==> src/common/adcsc_defs.vh <==
`ifndef ADCSC_DEFS_VH
`define ADCSC_DEFS_VH

// Register byte offsets
`define ADCSC_OFS_STATUS       8'h00
`define ADCSC_OFS_CONTROL      8'h04

// Reset values
`define ADCSC_RST_STATUS       32'h00000000
`define ADCSC_RST_CONTROL      32'h00000000

// Status field positions
`define ADCSC_ST_WIN1_EVT      30
`define ADCSC_ST_RSTART        4
`define ADCSC_ST_SEQ_DONE      1
`define ADCSC_ST_WIN0_EVT      0

// Control field positions
`define ADCSC_CT_WIN1_IE       30
`define ADCSC_CT_RWIN0_EN      23
`define ADCSC_CT_SYNC_HI       19
`define ADCSC_CT_SYNC_LO       16
`define ADCSC_CT_DISC_HI       15
`define ADCSC_CT_DISC_LO       13
`define ADCSC_CT_DISC_EN       11
`define ADCSC_CT_WIN0_SINGLE   9
`define ADCSC_CT_SCAN_EN       8
`define ADCSC_CT_WIN0_IE       6
`define ADCSC_CT_SEQ_IE        5
`define ADCSC_CT_CHSEL_HI      4
`define ADCSC_CT_CHSEL_LO      0

// Sync mode codes
`define ADCSC_SYNC_FREE        4'h0
`define ADCSC_SYNC_PARALLEL    4'h6
`define ADCSC_SYNC_FOLLOW_FAST 4'h7
`define ADCSC_SYNC_FOLLOW_SLOW 4'h8

// Highest legal watchdog channel index
`define ADCSC_CHSEL_MAX        5'h11

`endif

==> src/design/adcsc_window.v <==
`timescale 1ns/1ps
`default_nettype none

module adcsc_window #(
  parameter DW = 12
) (
  // Clock and reset
  input  wire          mclk_i,
  input  wire          rst_n_i,
  // Configuration
  input  wire          check_en_i,
  input  wire          single_i,
  input  wire [4:0]    chsel_i,
  input  wire [DW-1:0] low_i,
  input  wire [DW-1:0] high_i,
  // Converted sample
  input  wire          smp_vld_i,
  input  wire [4:0]    smp_ch_i,
  input  wire [DW-1:0] smp_val_i,
  // Event pulse
  output wire          event_o
);

  reg  event_ff;
  wire ch_hit;
  wire outside;

  // Single channel mode narrows the check to one channel
  assign ch_hit  = !single_i || (smp_ch_i == chsel_i);
  assign outside = (smp_val_i < low_i) || (smp_val_i > high_i);

  // One-cycle event when a checked sample leaves the window
  always @(posedge mclk_i)
  begin
    if (!rst_n_i)
      event_ff <= 1'b0;
    else
      event_ff <= smp_vld_i && check_en_i && ch_hit && outside;
  end

  assign event_o = event_ff;

endmodule
`default_nettype wire

==> src/design/adcsc_regs.v <==
// Our own choice: register access over AHB-Lite.
`timescale 1ns/1ps
`default_nettype none
`include "adcsc_defs.vh"

// What this block does
// - Interrupt from sequence end and both watchdogs
// - Both converter requests share one interrupt line
// - Watchdog 1 crossing sets status bit 30
// - Routine conversion start sets status bit 4
// - Sequence end sets bit 1; data read clears
// - Watchdog 0 crossing sets status bit 0
// - Control bit 30 enables watchdog 1 interrupt
// - Control bit 23 enables watchdog 0 on routine
// - Bits 19:16 select dual converter sync mode
// - Sync select works only in primary instance
// - Discontinuous converts count field plus one channels
// - Control bit 11 enables discontinuous mode
// - Control bit 9 limits watchdog 0 to one channel
// - Control bit 8 enables scan mode
// - Control bit 6 enables watchdog 0 interrupt
// - Control bit 5 enables sequence end interrupt
// - Bits 4:0 pick watchdog 0 channel 0..17
module adcsc_regs #(
  parameter DW         = 12,
  parameter IS_PRIMARY = 1
) (
  // Clock and reset
  input  wire          mclk_i,
  input  wire          rst_n_i,
  // AHB-Lite slave
  input  wire          hsel_i,
  input  wire [7:0]    haddr_i,
  input  wire [1:0]    htrans_i,
  input  wire          hwrite_i,
  input  wire [2:0]    hsize_i,
  input  wire [31:0]   hwdata_i,
  input  wire          hready_i,
  output wire [31:0]   hrdata_o,
  output wire          hreadyout_o,
  output wire          hresp_o,
  // Sequencing core events
  input  wire          rstart_pulse_i,
  input  wire          seq_done_pulse_i,
  input  wire          rdata_read_pulse_i,
  input  wire          smp_vld_i,
  input  wire [4:0]    smp_ch_i,
  input  wire [DW-1:0] smp_val_i,
  // Watchdog thresholds
  input  wire [DW-1:0] win0_low_i,
  input  wire [DW-1:0] win0_high_i,
  input  wire [DW-1:0] win1_low_i,
  input  wire [DW-1:0] win1_high_i,
  // Interrupt merge
  input  wire          peer_irq_i,
  output wire          irq_o,
  // Sequencer configuration
  output wire          scan_enable_o,
  output wire          disc_enable_o,
  output wire [3:0]    disc_per_trigger_o,
  output wire [3:0]    sync_select_o
);

  localparam [7:0] A_ST = `ADCSC_OFS_STATUS;
  localparam [7:0] A_CT = `ADCSC_OFS_CONTROL;

  // Bus phase states
  localparam [1:0] S_IDLE  = 2'h0;
  localparam [1:0] S_WRITE = 2'h1;
  localparam [1:0] S_RWAIT = 2'h2;

  // Bus state
  reg  [1:0]  bus_state_ff;
  reg  [1:0]  nxt_bus_state;
  reg  [7:0]  addr_ff;
  reg         hready_ff;
  reg  [31:0] hrdata_ff;
  reg  [31:0] nxt_hrdata;

  // Status flags
  reg  win1_evt_ff;
  reg  rstart_ff;
  reg  seq_done_ff;
  reg  win0_evt_ff;

  // Control fields
  reg         win1_ie_ff;
  reg         rwin0_en_ff;
  reg  [3:0]  sync_ff;
  reg  [2:0]  disc_cnt_ff;
  reg         disc_en_ff;
  reg         win0_single_ff;
  reg         scan_en_ff;
  reg         win0_ie_ff;
  reg         seq_ie_ff;
  reg  [4:0]  chsel_ff;

  // Registered outputs
  reg         irq_ff;
  reg         scan_out_ff;
  reg         disc_out_ff;
  reg  [3:0]  disc_num_ff;
  reg  [3:0]  sync_out_ff;

  wire        take;
  wire        wr_st;
  wire        wr_ct;
  wire        win0_evt;
  wire        win1_evt;
  wire        sync_legal;
  wire [3:0]  sync_wr;
  wire        local_req;

  // Address phase accepted only on a real transfer
  assign take  = hsel_i && htrans_i[1] && hready_i;
  assign wr_st = (bus_state_ff == S_WRITE) && (addr_ff == A_ST);
  assign wr_ct = (bus_state_ff == S_WRITE) && (addr_ff == A_CT);

  // Bus phase sequencing; reads wait one cycle so a
  // write just ahead of them is already visible
  always @*
  begin
    nxt_bus_state = S_IDLE;
    if (bus_state_ff == S_RWAIT)
      nxt_bus_state = S_IDLE;
    else if (take)
      nxt_bus_state = hwrite_i ? S_WRITE : S_RWAIT;
  end

  always @(posedge mclk_i)
  begin
    if (!rst_n_i)
    begin
      bus_state_ff <= S_IDLE;
      addr_ff      <= 8'h00;
      hready_ff    <= 1'b1;
    end
    else
    begin
      bus_state_ff <= nxt_bus_state;
      if (take && bus_state_ff != S_RWAIT)
        addr_ff <= {haddr_i[7:2], 2'b00};
      hready_ff <= (nxt_bus_state != S_RWAIT);
    end
  end

  // Read mux; unmapped words and reserved bits read zero
  always @*
  begin
    nxt_hrdata = 32'h00000000;
    case (addr_ff)
      A_ST:
      begin
        nxt_hrdata[`ADCSC_ST_WIN1_EVT] = win1_evt_ff;
        nxt_hrdata[`ADCSC_ST_RSTART]   = rstart_ff;
        nxt_hrdata[`ADCSC_ST_SEQ_DONE] = seq_done_ff;
        nxt_hrdata[`ADCSC_ST_WIN0_EVT] = win0_evt_ff;
      end
      A_CT:
      begin
        nxt_hrdata[`ADCSC_CT_WIN1_IE]     = win1_ie_ff;
        nxt_hrdata[`ADCSC_CT_RWIN0_EN]    = rwin0_en_ff;
        nxt_hrdata[`ADCSC_CT_SYNC_HI:`ADCSC_CT_SYNC_LO] = sync_ff;
        nxt_hrdata[`ADCSC_CT_DISC_HI:`ADCSC_CT_DISC_LO] = disc_cnt_ff;
        nxt_hrdata[`ADCSC_CT_DISC_EN]     = disc_en_ff;
        nxt_hrdata[`ADCSC_CT_WIN0_SINGLE] = win0_single_ff;
        nxt_hrdata[`ADCSC_CT_SCAN_EN]     = scan_en_ff;
        nxt_hrdata[`ADCSC_CT_WIN0_IE]     = win0_ie_ff;
        nxt_hrdata[`ADCSC_CT_SEQ_IE]      = seq_ie_ff;
        nxt_hrdata[`ADCSC_CT_CHSEL_HI:`ADCSC_CT_CHSEL_LO] = chsel_ff;
      end
      default:
        nxt_hrdata = 32'h00000000;
    endcase
  end

  // Read data captured at the end of the wait cycle
  always @(posedge mclk_i)
  begin
    if (!rst_n_i)
      hrdata_ff <= 32'h00000000;
    else if (bus_state_ff == S_RWAIT)
      hrdata_ff <= nxt_hrdata;
  end

  // Watchdog 0 checks routine results when enabled
  adcsc_window #(
    .DW (DW)
  ) u_win0 (
    .mclk_i     (mclk_i),
    .rst_n_i    (rst_n_i),
    .check_en_i (rwin0_en_ff),
    .single_i   (win0_single_ff),
    .chsel_i    (chsel_ff),
    .low_i      (win0_low_i),
    .high_i     (win0_high_i),
    .smp_vld_i  (smp_vld_i),
    .smp_ch_i   (smp_ch_i),
    .smp_val_i  (smp_val_i),
    .event_o    (win0_evt)
  );

  // Watchdog 1 watches every channel against its pair
  adcsc_window #(
    .DW (DW)
  ) u_win1 (
    .mclk_i     (mclk_i),
    .rst_n_i    (rst_n_i),
    .check_en_i (1'b1),
    .single_i   (1'b0),
    .chsel_i    (5'h00),
    .low_i      (win1_low_i),
    .high_i     (win1_high_i),
    .smp_vld_i  (smp_vld_i),
    .smp_ch_i   (smp_ch_i),
    .smp_val_i  (smp_val_i),
    .event_o    (win1_evt)
  );

  // Status flags: hardware set beats a clear in the same cycle;
  // writing one leaves a flag as it was
  always @(posedge mclk_i)
  begin
    if (!rst_n_i)
    begin
      win1_evt_ff <= 1'b0;
      rstart_ff   <= 1'b0;
      seq_done_ff <= 1'b0;
      win0_evt_ff <= 1'b0;
    end
    else
    begin
      if (win1_evt)
        win1_evt_ff <= 1'b1;
      else if (wr_st && !hwdata_i[`ADCSC_ST_WIN1_EVT])
        win1_evt_ff <= 1'b0;
      if (rstart_pulse_i)
        rstart_ff <= 1'b1;
      else if (wr_st && !hwdata_i[`ADCSC_ST_RSTART])
        rstart_ff <= 1'b0;
      if (seq_done_pulse_i)
        seq_done_ff <= 1'b1;
      else if (rdata_read_pulse_i)
        seq_done_ff <= 1'b0;
      else if (wr_st && !hwdata_i[`ADCSC_ST_SEQ_DONE])
        seq_done_ff <= 1'b0;
      if (win0_evt)
        win0_evt_ff <= 1'b1;
      else if (wr_st && !hwdata_i[`ADCSC_ST_WIN0_EVT])
        win0_evt_ff <= 1'b0;
    end
  end

  // Only documented sync codes are stored
  assign sync_wr    = hwdata_i[`ADCSC_CT_SYNC_HI:`ADCSC_CT_SYNC_LO];
  assign sync_legal = (sync_wr == `ADCSC_SYNC_FREE) ||
                      (sync_wr == `ADCSC_SYNC_PARALLEL) ||
                      (sync_wr == `ADCSC_SYNC_FOLLOW_FAST) ||
                      (sync_wr == `ADCSC_SYNC_FOLLOW_SLOW);

  // Control register
  always @(posedge mclk_i)
  begin
    if (!rst_n_i)
    begin
      win1_ie_ff     <= 1'b0;
      rwin0_en_ff    <= 1'b0;
      sync_ff        <= `ADCSC_SYNC_FREE;
      disc_cnt_ff    <= 3'h0;
      disc_en_ff     <= 1'b0;
      win0_single_ff <= 1'b0;
      scan_en_ff     <= 1'b0;
      win0_ie_ff     <= 1'b0;
      seq_ie_ff      <= 1'b0;
      chsel_ff       <= 5'h00;
    end
    else if (wr_ct)
    begin
      win1_ie_ff     <= hwdata_i[`ADCSC_CT_WIN1_IE];
      rwin0_en_ff    <= hwdata_i[`ADCSC_CT_RWIN0_EN];
      if (sync_legal)
        sync_ff <= sync_wr;
      disc_cnt_ff    <=
        hwdata_i[`ADCSC_CT_DISC_HI:`ADCSC_CT_DISC_LO];
      disc_en_ff     <= hwdata_i[`ADCSC_CT_DISC_EN];
      win0_single_ff <= hwdata_i[`ADCSC_CT_WIN0_SINGLE];
      scan_en_ff     <= hwdata_i[`ADCSC_CT_SCAN_EN];
      win0_ie_ff     <= hwdata_i[`ADCSC_CT_WIN0_IE];
      seq_ie_ff      <= hwdata_i[`ADCSC_CT_SEQ_IE];
      // Reserved channel codes are refused, old pick stays
      if (hwdata_i[`ADCSC_CT_CHSEL_HI:`ADCSC_CT_CHSEL_LO]
          <= `ADCSC_CHSEL_MAX)
        chsel_ff <=
          hwdata_i[`ADCSC_CT_CHSEL_HI:`ADCSC_CT_CHSEL_LO];
    end
  end

  // Level request while any enabled flag is set
  assign local_req = (win1_evt_ff && win1_ie_ff) ||
                     (seq_done_ff && seq_ie_ff) ||
                     (win0_evt_ff && win0_ie_ff);

  // Registered outputs; the peer request joins the same line
  always @(posedge mclk_i)
  begin
    if (!rst_n_i)
    begin
      irq_ff      <= 1'b0;
      scan_out_ff <= 1'b0;
      disc_out_ff <= 1'b0;
      disc_num_ff <= 4'h1;
      sync_out_ff <= `ADCSC_SYNC_FREE;
    end
    else
    begin
      irq_ff      <= local_req || peer_irq_i;
      scan_out_ff <= scan_en_ff;
      disc_out_ff <= disc_en_ff;
      disc_num_ff <= {1'b0, disc_cnt_ff} + 4'h1;
      // Secondary instance never drives a sync mode
      sync_out_ff <= (IS_PRIMARY != 0) ? sync_ff
                                       : `ADCSC_SYNC_FREE;
    end
  end

  // Bus answers
  assign hrdata_o    = hrdata_ff;
  assign hreadyout_o = hready_ff;
  assign hresp_o     = 1'b0;

  // Interrupt and sequencer configuration
  assign irq_o              = irq_ff;
  assign scan_enable_o      = scan_out_ff;
  assign disc_enable_o      = disc_out_ff;
  assign disc_per_trigger_o = disc_num_ff;
  assign sync_select_o      = sync_out_ff;

endmodule
`default_nettype wire

==> config.mk <==
export PLATFORM = sky130hd
export DESIGN_NAME = adcsc_regs
export DESIGN_NICKNAME = d
export VERILOG_FILES = /design/src/design/adcsc_window.v /design/src/design/adcsc_regs.v
export VERILOG_INCLUDE_DIRS = /design/src /design/src/common
export SDC_FILE = /design/constraint.sdc
export NUM_CORES = 1
export LEC_CHECK = 0
export BUFFER_PORTS_ARGS = -buffer_cell sky130_fd_sc_hd__clkbuf_2
export CAP_MARGIN = 5
export CORE_ASPECT_RATIO = 1.5
export CORE_MARGIN = 1.5
export CORE_UTILIZATION = 41
export CTS_BUF_LIST = sky130_fd_sc_hd__clkbuf_4 sky130_fd_sc_hd__clkbuf_8
export DETAILED_ROUTE_END_ITERATION = 16
export PLACE_DENSITY = 0.71
export SLEW_MARGIN = 20
export SYNTH_ARGS = -nofsm -noshare
export SYNTH_HDL_FRONTEND = slang
export SYNTH_SLANG_ARGS = --single-unit
==> constraint.sdc <==
create_clock -name mclk_i -period 1.69 [get_ports mclk_i]
set_input_delay 0.0845 -clock mclk_i [delete_from_list [all_inputs] [get_ports mclk_i]]
set_output_delay 0.0845 -clock mclk_i [all_outputs]
set_load 0.02 [all_outputs]
Word-level counts from Yosys, hierarchy flattened. Index checks and enable logic that the tools add are counted.

Order comparisons: 5. Equality and inequality tests: 9. Reductions and logical operators: 38. Muxes and demuxes: 21. Add/subtract/negate cells: 1.

Operators with widths (count): $gt A12 B12 Y1 (2); $lt A12 B12 Y1 (2); $logic_and A1 B1 Y1 (16); $mux W2 (6); $mux W1 (11); $logic_or A1 B1 Y1 (9); $eq A4 B3 Y1 const B (2); $logic_not A8 Y1 (1); $mux W7 (1); $eq A6 B1 Y1 const B (1); $reduce_bool A2 Y1 (3); $eq A5 B5 Y1 (1); $le A5 B5 Y1 const B (1); $logic_not A1 Y1 (5); $add A3 B1 Y4 const B (1); $eq A4 B4 Y1 const B (1); $logic_not A4 Y1 (1); $ne A2 B2 Y1 const B (2); $pmux W1 S2 (2); $pmux W2 S2 (1); $reduce_and A2 Y1 (2); $reduce_bool A3 Y1 (1); $eq A2 B1 Y1 const B (1); $eq A2 B2 Y1 const B (1).

Bits in registers: 64. Output and inout bits: 45. Bits of input ports: 120. Logic and storage cells: 99.

Logic depth before layout (Yosys ltp). Gate-level depths: netlist of run 1.

Word-level depth: 6. Depth in mapped cells: 7. Depth with buffers taken out: 7.

Cells and area by module. A second synthesis of run 1 with hierarchy kept.

Cell total of the unflattened synthesis: 460. Area, all modules: 3766.1 um^2.

Modules (own cells, without submodules): adcsc_regs (cells each 276, times used 1, area an instance 2447.3 um^2, seq. area each 1241.2 um^2); adcsc_window (cells each 92, times used 2, area an instance 659.4 um^2, seq. area each 20.0 um^2).

Worst setup path before layout of run 1. OpenSTA, ideal clock, no wires.

Path type: flip-flop to flip-flop. From: register addr_ff[4]. To: register seq_done_ff. Required time: 1.575 ns. Library setup time: 0.115 ns. Buffers on the path: 0. Data arrival time: 1.407 ns. Stages on the path, launching flop included: 6. Period minus slack after synthesis: 1.522 ns. Setup slack: 0.168 ns. Cells stage by stage: dfxtp_1 -> nor4_4 -> nor3b_4 -> nand2_2 -> o211a_1 -> o21a_1.

Longest elaborated chain between the ends: 4.

Ends and longest elaborated chain: start: declaration (RTL line adcsc_regs.v:75) `reg [7:0] addr_ff;`; start signal: assignment (RTL line adcsc_regs.v:142) `addr_ff <= {haddr_i[7:2], 2'b00};`; $logic_not A8 Y1 (RTL line adcsc_regs.v:116) `assign wr_st = (bus_state_ff == S_WRITE) && (addr_ff == A_ST);`; $logic_and A1 B1 Y1 (RTL line adcsc_regs.v:116); $logic_and A1 B1 Y1 (RTL line adcsc_regs.v:245) `` else if (wr_st && !hwdata_i[`ADCSC_ST_SEQ_DONE]) ``; $reduce_bool A3 Y1 (no source line); end signal: assignment (RTL line adcsc_regs.v:242) `seq_done_ff <= 1'b1;`; end signal: assignment (RTL line adcsc_regs.v:244) `seq_done_ff <= 1'b0;`; end signal: assignment (RTL line adcsc_regs.v:246) `seq_done_ff <= 1'b0;`; end: declaration (RTL line adcsc_regs.v:83) `reg seq_done_ff;`.

Every way passes these cells. A chain may end at the register's enable or synchronous reset.

Worst setup path in the final report of run 1. Same ends and word-level chain as after synthesis.

==> run metrics, run 1 <==
Post-Synthesis Cells=414; PwrDens=689 mW/mm²; vias post-DR=3327; async set-reset flop share out of synthesis=0; commonest non-fill, non-tap cell in the layout=clkbuf_2; Fillers=845; part of the power in the clock network=0.365; smallest hold slack=0.0162 ns; Final Hold Vio Count=0; clk_skew=0.00977 ns; status=completed; sw frac=0.256; first-pass GRT wire length=14000 µm; HP Start=haddr_i[3]; core footprint=0.00883 mm²; P_int=2460 µW; Routed WL=8650 µm; Max Cap Viol=0; Clock transition at path regs=0.07 ns; Port Buffers=131; initial DRC count=97; HP Class=input port to register; Worst R2R Start=addr_ff[4]; Remaining Overflow, GRT=0; die area=0.00970 mm²; post-route ant nets=0; maximum VDD drop=0.541 mV; Layout Nets=731; area of the multi-input gates=0.00215 mm²; CTS buffer count=9; clock latency at the later pin of the worst-skew pair=0.34 ns; average routed wire per standard cell=12.7 µm; GR Util All Layers=0.187; largest area contributor in the netlist=dfxtp_1; Primary FF master, synth=dfxtp_1; # setup viols final=0; Leak=0.00252 µW; Worst setup EP type=register; gpl congestion=0.810; DP HPWL=7160 µm; crit share post-route=0.948; RSZ-0062 raised after global routing=false; post-synthesis cell type count=50; Starting Density=0.423; Max clock buf depth=2; final setup TNS=0 ns; yosys warns=0; crit path time final=1.60 ns; fin area=0.00480 mm²; Cell Area, Synth=0.00373 mm²; Placed Instance Area=0.00449 mm²; initial antenna violation count=0; synth top area cells=dfxtp_1 34%, ha_1 16%, mux2i_1 6.2%, nor2b_1 4.9%, inv_1 4.8%; chip height=120 µm; I/O Pins=165; Root Driver=clkbuf_8; # diodes=0; Rows=42; number of global-route vias before repair=3235; share of cells above drive strength 1=0.292; Psw=845 µW; TritonCTS sink count=64; Seq pwr share=0.466; total number of H-tree levels=3; drt first pass iters=4; startpoint types=register; EDFF count, synth=0; Die Wd=80.9 µm; Worst Path Arrival=1.83 ns; CTS tree=done; critical path peak fanout=4; Register Area=0.00128 mm²; Critical Path Start=addr_ff[4]; Power Total=3310 µW; post-route DRC violation count=0; Logic pwr share=0.169; Layout Area Growth over Synthesis=28.6%; number of vias per cell=4.90; number of synthesized register bits=64; WS Path Type=register to register; most frequent cells in the layout=131 x clkbuf_2, 64 x dfxtp_1, 48 x inv_1; share of the synthesized area in the top cell type=0.343; largest net degree at the start of global routing=29; max-slew violations=0; worst path required time=1.92 ns; Post-Syn Area per Cell=9.02 µm²; FMAX=624 MHz; Seq/Total Area, Yosys=0.343
[sequential cells by signal, summed over array words and instances, names as in the netlist, 2 cells and up]
signal              cells
hrdata_o               19
disc_per_trigger_o      4
sync_select_o           4
sync_ff                 4
bus_state_ff            2
addr_ff                 6
chsel_ff                5
disc_cnt_ff             3
[repair_timing]
| action | 4_1_cts | 5_1_grt |
|---|---|---|
| buffers inserted | 0 | 0 |
| hold endpoints to repair | 14 | 0 |
| hold buffers | 12 | 0 |
| gates resized for setup | 0 | 1 |
| endpoints found under the setup margin | 0 | 1 |
[layer usage]
layer | vias to the layer above | GRT usage | wire, µm
met2 | 114 | 0.356 | 4620
met5 | - | 0 | 0
met4 | 0 | 0.0841 | 189
met3 | 14 | 0.0327 | 429
li1 | 1690 | - | -
met1 | 1509 | 0.189 | 3420
[final cells by class]
type                    instances  share of cell area
clock inverters                 3             0.00313
clock buffers                  13              0.0359
flip-flops and latches         64               0.267
multi-input cells             288               0.448
well taps                     110              0.0287
inverters                      48              0.0375
repair buffers                153               0.180
[synthesized netlist by cell type (9+ instances only)]
| library cell | number |
|---|---|
| buf_4 | 15 |
| nor2b_1 | 29 |
| a21boi_1 | 10 |
| a21oi_1 | 19 |
| nand3_1 | 21 |
| dfxtp_1 | 64 |
| nor2_1 | 9 |
| nand2_1 | 26 |
| inv_1 | 48 |
| mux2i_1 | 23 |
| ha_1 | 47 |
| nand4_1 | 9 |
[critical path, cell delays in order (launching register included)]
cell     delay [ns]
dfxtp_1        0.34
nor4_4         0.38
nor3b_4        0.29
nand2_2        0.12
o211a_1        0.22
o21a_1         0.16
[final timing paths]
kind	to	slack, ns	cells past startpoint
worst min register to register	win1_evt_ff	0.44	1
worst min-delay path	addr_ff[3]	0.02	3
worst max register to register	seq_done_ff	0.09	5
worst max-delay path	seq_done_ff	0.09	5
[through the flow]
stage	setup slack, ns	cells	util
floorplan	0.168	427	-
detailed placement	0.0963	651	0.509
global placement	0.125	651	0.509
global route	0.0173	679	0.544
finish	0.0878	679	0.544
CTS	0.0756	679	0.544
[cell families (layout without fill, tap and decap cells)]
logic type | after synthesis | in the layout | share of synthesized area
muxes | 23 | 23 | 0.0616
DFF | 64 | 64 | 0.343
adders and majority gates | 47 | 47 | 0.157
AOI/OAI and AO/OA | 73 | 73 | 0.134
and+or+nand+nor | 125 | 125 | 0.194
buffers and inverters | 75 | 217 | 0.0948
xor gates and xnor gates | 6 | 6 | 0.0141
other | 1 | 14 | 0.00100
[power by group through the flow]
stage / combinational (µW) / sequential, µW / clock [µW]
3_5_place_dp: 537 / 1570 / 0
3_3_place_gp: 513 / 1570 / 0
6_report: 560 / 1540 / 1210
5_1_grt: 632 / 1540 / 1320
2_1_floorplan: 330 / 1580 / 0
4_1_cts: 563 / 1540 / 1250
Power figures use the tool's default switching activity.
==> run 2: changes to the inputs <==
Settings changed: PLACE_DENSITY 0.71 to not set, PLACE_DENSITY_LB_ADDON set to 0.08, SYNTH_HIERARCHICAL set to 1.
==> run metrics, run 2 <==
Primary FF master, synth=dfxtp_1; total number of H-tree levels=3 (unchanged); maximum VDD drop=0.416 mV (-23%); Register Area=0.00128 mm² (unchanged); worst path cell trace=or4b_4 -> nor4_4 -> mux2i_1; average routed wire per standard cell=13.4 µm (+5.0%); Root Driver=clkbuf_8; Routed WL=9960 µm (+15%); worst setup margin=0.111 ns (+0.0232 ns); headroom to the max-slew limit=0.650; GR Util All Layers=0.212 (+0.0250); Critical-path top delay cell=or4b_4; number of global-route vias before repair=3598 (+11%); Post-Syn Area per Cell=8.19 µm² (-9.2%); drt first pass iters=4 (unchanged); Clock transition at path regs=0.07 ns (about the same); Worst Path Arrival=1.85 ns (+0.02 ns); PwrDens=693 mW/mm² (+0.67%); async set-reset flop share out of synthesis=0 (unchanged); EDFF count, synth=0 (unchanged); area of the multi-input gates=0.00218 mm² (+1.0%); met2 usage=0.387 (+0.0313); Leak=0.00251 µW (-0.46%); startpoint types=register; final setup TNS=0 ns (unchanged); Layout Area Growth over Synthesis=33.9%; post-route DRC violation count=0 (unchanged); Max clock buf depth=2 (unchanged); most frequent cells in the layout=131 x clkbuf_2, 64 x dfxtp_1, 55 x inv_1; initial antenna violation count=0 (unchanged); GRT Max-Usage Layer=met2; CTS buffer count=9 (unchanged); largest net degree at the start of global routing=28 (-3.4%); initial DRC count=170 (+75%); status=completed; TritonCTS sink count=64 (unchanged); number of vias per cell=5.01 (+2.3%); final core occ=0.568 (+0.0235); GR Util met3=0.0460 (+0.0133); Seq/Total Area, Yosys=0.340 (-0.00285); Max Cap Viol=0 (unchanged); RSZ-0062 raised after global routing=false; I/O Pins=165 (unchanged); Final Hold Vio Count=0 (unchanged); yosys warns=6 (+6); Synth top cells by count=64 x dfxtp_1, 55 x inv_1, 48 x a21oi_1; most frequent cell after synthesis=dfxtp_1; core footprint=0.00888 mm² (+0.60%); worst path required time=1.96 ns (+0.04 ns); first-pass GRT wire length=15800 µm (+13%); Starting Density=0.424 (+0.00102); Cell Area, Synth=0.00377 mm² (+0.84%); Fillers=872 (+3.2%); WS Path Type=register to register; largest area contributor in the netlist=dfxtp_1; # setup viols final=0 (unchanged); Layout Nets=796 (+8.9%); # diodes=0 (unchanged); HP Class=input port to register; share of the synthesized area in the top cell type=0.340 (-0.00285); Worst-Margin Slew=0.524 ns; Rows=42 (unchanged); post-route ant nets=0 (unchanged); grt met1 use=0.218 (+0.0288); share of cells above drive strength 1=0.278 (-0.0141); critical path peak fanout=5 (+1); Placed Instance Area=0.00458 mm² (+2.1%); commonest non-fill, non-tap cell in the layout=clkbuf_2; CTS tree=done; max-slew violations=0 (unchanged); chip height=120 µm (+0.41%); crit share post-route=0.934 (-0.0138); clk_skew=0.00733 ns (-0.00243 ns); crit path time final=1.58 ns (-0.0232 ns); Worst setup EP type=register; crit-path max cell delay=0.58 ns (+0.20 ns); vias post-DR=3729 (+12%); clock latency at the later pin of the worst-skew pair=0.35 ns (about the same); Post-Synthesis Cells=460 (+11%); synth top area cells=dfxtp_1 34%, ha_1 16%, a21oi_1 6.4%, inv_1 5.5%, o21ai_0 4.4%; FMAX=633 MHz (+1.5%); post-synthesis cell type count=43 (-14%); Power Total=3490 µW (+5.7%); number of synthesized register bits=64 (unchanged); gpl congestion=0.823 (+1.6%); die area=0.00978 mm² (+0.81%); Remaining Overflow, GRT=0 (unchanged); Setup Buffers After CTS=0 (unchanged); DP HPWL=7900 µm (+10%); Place WS=0.0772 ns (-0.0191 ns); fin area=0.00504 mm² (+4.9%); Largest register FFs=19 (unchanged); Die Wd=81.3 µm (+0.40%); Port Buffers=131 (unchanged)
run 2: area by class of cell:
cell class | instances | area share
inverter | 55 | 0.0410
timing repair buffer | 173 | 0.205
multi-input combinational | 326 | 0.432
clock buffer | 11 | 0.0300
sequential | 64 | 0.254
tap | 110 | 0.0273
clock inverter | 5 | 0.0109
run 2: metal layers:
layer | wire length (µm) | share of wire
met5 | 0 | 0
met4 | 285 | 0.029
met3 | 567 | 0.057
met2 | 5180 | 0.52
met1 | 3930 | 0.39
run 2: final timing paths:
path                    start                to  slack, ns  cells after the start
hold / removal    hwdata_i[4]       chsel_ff[1]       0.02                      2
setup reg to reg   addr_ff[3]       chsel_ff[2]       0.11                      3
hold reg to reg    sync_ff[0]  sync_select_o[0]       0.45                      2
setup / recovery   addr_ff[3]       chsel_ff[2]       0.11                      3
run 2: critical path: cells and delay by family, from the launching register on:
kind	cells	cell delay, ns
AND/OR/NAND/NOR	2	0.91
flip-flops	1	0.34
multiplexers	1	0.26
run 2: timing repair:
| action | CTS | global route |
|---|---|---|
| setup endpoints to repair | 0 | 2 |
| hold endpoints to repair | 27 | 0 |
| resized for setup | 0 | 0 |
| hold buffers | 25 | 0 |
run 2: cells by family (layout without fill, tap and decap cells):
group,Yosys count,after routing,share of synthesized area
DFF,64,64,0.340
AOI/OAI and AO/OA,109,109,0.169
muxes,10,10,0.0279
adders and majority gates,47,47,0.156
buffers and inverters,89,244,0.103
other,2,21,0.00199
xor gates and xnor gates,11,11,0.0256
and+or+nand+nor,128,128,0.176
run 2: through the flow:
| step | hold slack [ns] | cells |
|---|---|---|
| 4_1_cts | 0.000986 | 744 |
| 5_1_grt | 0.0166 | 744 |
| 6_report | 0.0232 | 744 |
| 2_1_floorplan | 0.202 | 479 |
| 3_3_place_gp | 0.314 | 703 |
| 3_5_place_dp | 0.330 | 703 |
run 2: power by group:
| part | switching, µW | internal (µW) | total [µW] |
|---|---|---|---|
| logic | 337 | 286 | 624 |
| registers | 10.2 | 1520 | 1530 |
| clock network | 584 | 755 | 1340 |
| total | 932 | 2560 | 3490 |
==> run 3: changes to the inputs <==
Settings changed: SYNTH_HIERARCHICAL 1 to not set.
==> run metrics, run 3 (synthesis results as in run 1) <==
HP Start=hwdata_i[9]; smallest hold slack=0.0130 ns (-0.0102 ns); clock latency at the later pin of the worst-skew pair=0.34 ns (about the same); DP HPWL=7330 µm (-7.2%); post-route DRC violation count=0 (unchanged); Final Hold Vio Count=0 (unchanged); Max Cap Viol=0 (unchanged); max-slew violations=0 (unchanged); gpl congestion=0.826 (+0.40%); # setup viols final=0 (unchanged); headroom to the max-slew limit=0.598 (-0.0519); Starting Density=0.423 (-0.00102); Max clock buf depth=2 (unchanged); number of global-route vias before repair=3211 (-11%); Port Buffers=131 (unchanged); Root Driver=clkbuf_8; initial antenna violation count=0 (unchanged); post-route ant nets=0 (unchanged); TritonCTS sink count=64 (unchanged); Worst setup EP type=register; initial DRC count=63 (-63%); Placed Instance Area=0.00449 mm² (-2.0%); Leak=0.00250 µW (-0.41%); share of cells above drive strength 1=0.294 (+0.0162); first-pass GRT wire length=14500 µm (-8.1%); status=completed; Worst Path Arrival=1.80 ns (-0.05 ns); Critical Path Start=addr_ff[4]; WS Path Type=register to register; # diodes=0 (unchanged); FMAX=636 MHz (+0.35%); CTS tree=done; most frequent cells in the layout=131 x clkbuf_2, 64 x dfxtp_1, 48 x inv_1; drt first pass iters=4 (unchanged); maximum VDD drop=0.501 mV (+21%); Layout Area Growth over Synthesis=27.3%; vias post-DR=3254 (-13%); Clock transition at path regs=0.07 ns (about the same); Remaining Overflow, GRT=0 (unchanged); Largest register FFs=19 (unchanged); largest net degree at the start of global routing=31 (+11%); RSZ-0062 raised after global routing=false; total number of H-tree levels=3 (unchanged); I/O Pins=165 (unchanged); startpoint types=register; CTS buffer count=9 (unchanged); crit share post-route=0.931 (-0.00329); Layout Nets=728 (-8.5%); HP Class=input port to register; Rows=42 (unchanged); average routed wire per standard cell=13.2 µm (-1.2%); critical path peak fanout=4 (-1); worst path required time=1.92 ns (-0.04 ns); commonest non-fill, non-tap cell in the layout=clkbuf_2; final setup TNS=0 ns (unchanged); fin area=0.00475 mm² (-5.7%); final core occ=0.539 (-0.0291); GR Util All Layers=0.197 (-0.0149); Worst-Margin Slew=0.587 ns (+0.0632 ns); die area=0.00970 mm² (-0.81%); PwrDens=679 mW/mm² (-2.1%); Routed WL=8930 µm (-10%); Die Wd=80.9 µm (-0.40%); chip height=120 µm (-0.41%); clk_skew=0.00930 ns (+0.00197 ns); number of vias per cell=4.82 (-3.8%); Worst R2R Start=addr_ff[4]; crit path time final=1.57 ns (-0.00555 ns); core footprint=0.00883 mm² (-0.59%)
-- run 3: cell types whose count changed in the layout (fill, tap and decap cells not counted), moves of 8 or more --
cell,before,now
nand3_1,29,20
nand2_1,40,26
nor2b_1,4,28
o21ai_0,33,6
mux2i_1,6,23
o31ai_1,10,1
nand4_1,23,9
buf_4,17,9
dlygate4sd3_1,25,9
a21boi_1,0,10
a21oi_1,48,19
-- run 3: layout make-up --
| type | instances | area, µm² |
|---|---|---|
| inverter | 48 | 180 |
| clock inverter | 1 | 5.00 |
| clock buffer | 14 | 161 |
| sequential | 64 | 1280 |
| multi-input combinational | 288 | 2160 |
| tap | 110 | 138 |
| fill | 870 | 4070 |
| timing repair buffer | 150 | 833 |
-- run 3: report_power, final --
part           total [µW]  internal (µW)  switching [µW]  leakage [µW]
registers            1540           1530            13.4      0.000517
clock network        1130            605             528     0.0000916
logic                 554            269             285       0.00189
total                3230           2400             827       0.00250
-- run 3: worst max-delay path, stage by stage, from the launching register on --
cell	delay, ns
dfxtp_1	0.33
nor4_4	0.38
nor3b_4	0.27
nand2_2	0.11
o211a_1	0.22
o21a_1	0.16
-- run 3: final timing paths --
path,end,slack [ns],cells past startpoint
worst max-delay path,seq_done_ff,0.12,5
worst max register to register,seq_done_ff,0.12,5
worst min-delay path,win0_single_ff,0.01,3
worst min register to register,win0_evt_ff,0.44,1
-- run 3: what timing repair did --
action	4_1_cts	5_1_grt
hold buffers	9	0
gates resized for setup	0	1
hold endpoints to repair	11	0
setup buffers	0	0
endpoints found under the setup margin	0	4
-- run 3: metrics by stage --
stage               power, µW  cells  setup WS, ns
CTS                      3270    675        0.0565
finish                   3230    675         0.117
floorplan                1910    427         0.168
detailed placement       2120    651       -0.0881
global route             3420    675        0.0157
global placement         2100    651       -0.0955
-- run 3: per-layer routing --
layer / part of all wire / GRT usage / vias up
li1: - / - / 1690
met1: 0.40 / 0.208 / 1443
met2: 0.53 / 0.360 / 108
met3: 0.054 / 0.0426 / 13
met4: 0.025 / 0.0894 / 0
met5: 0 / 0 / -
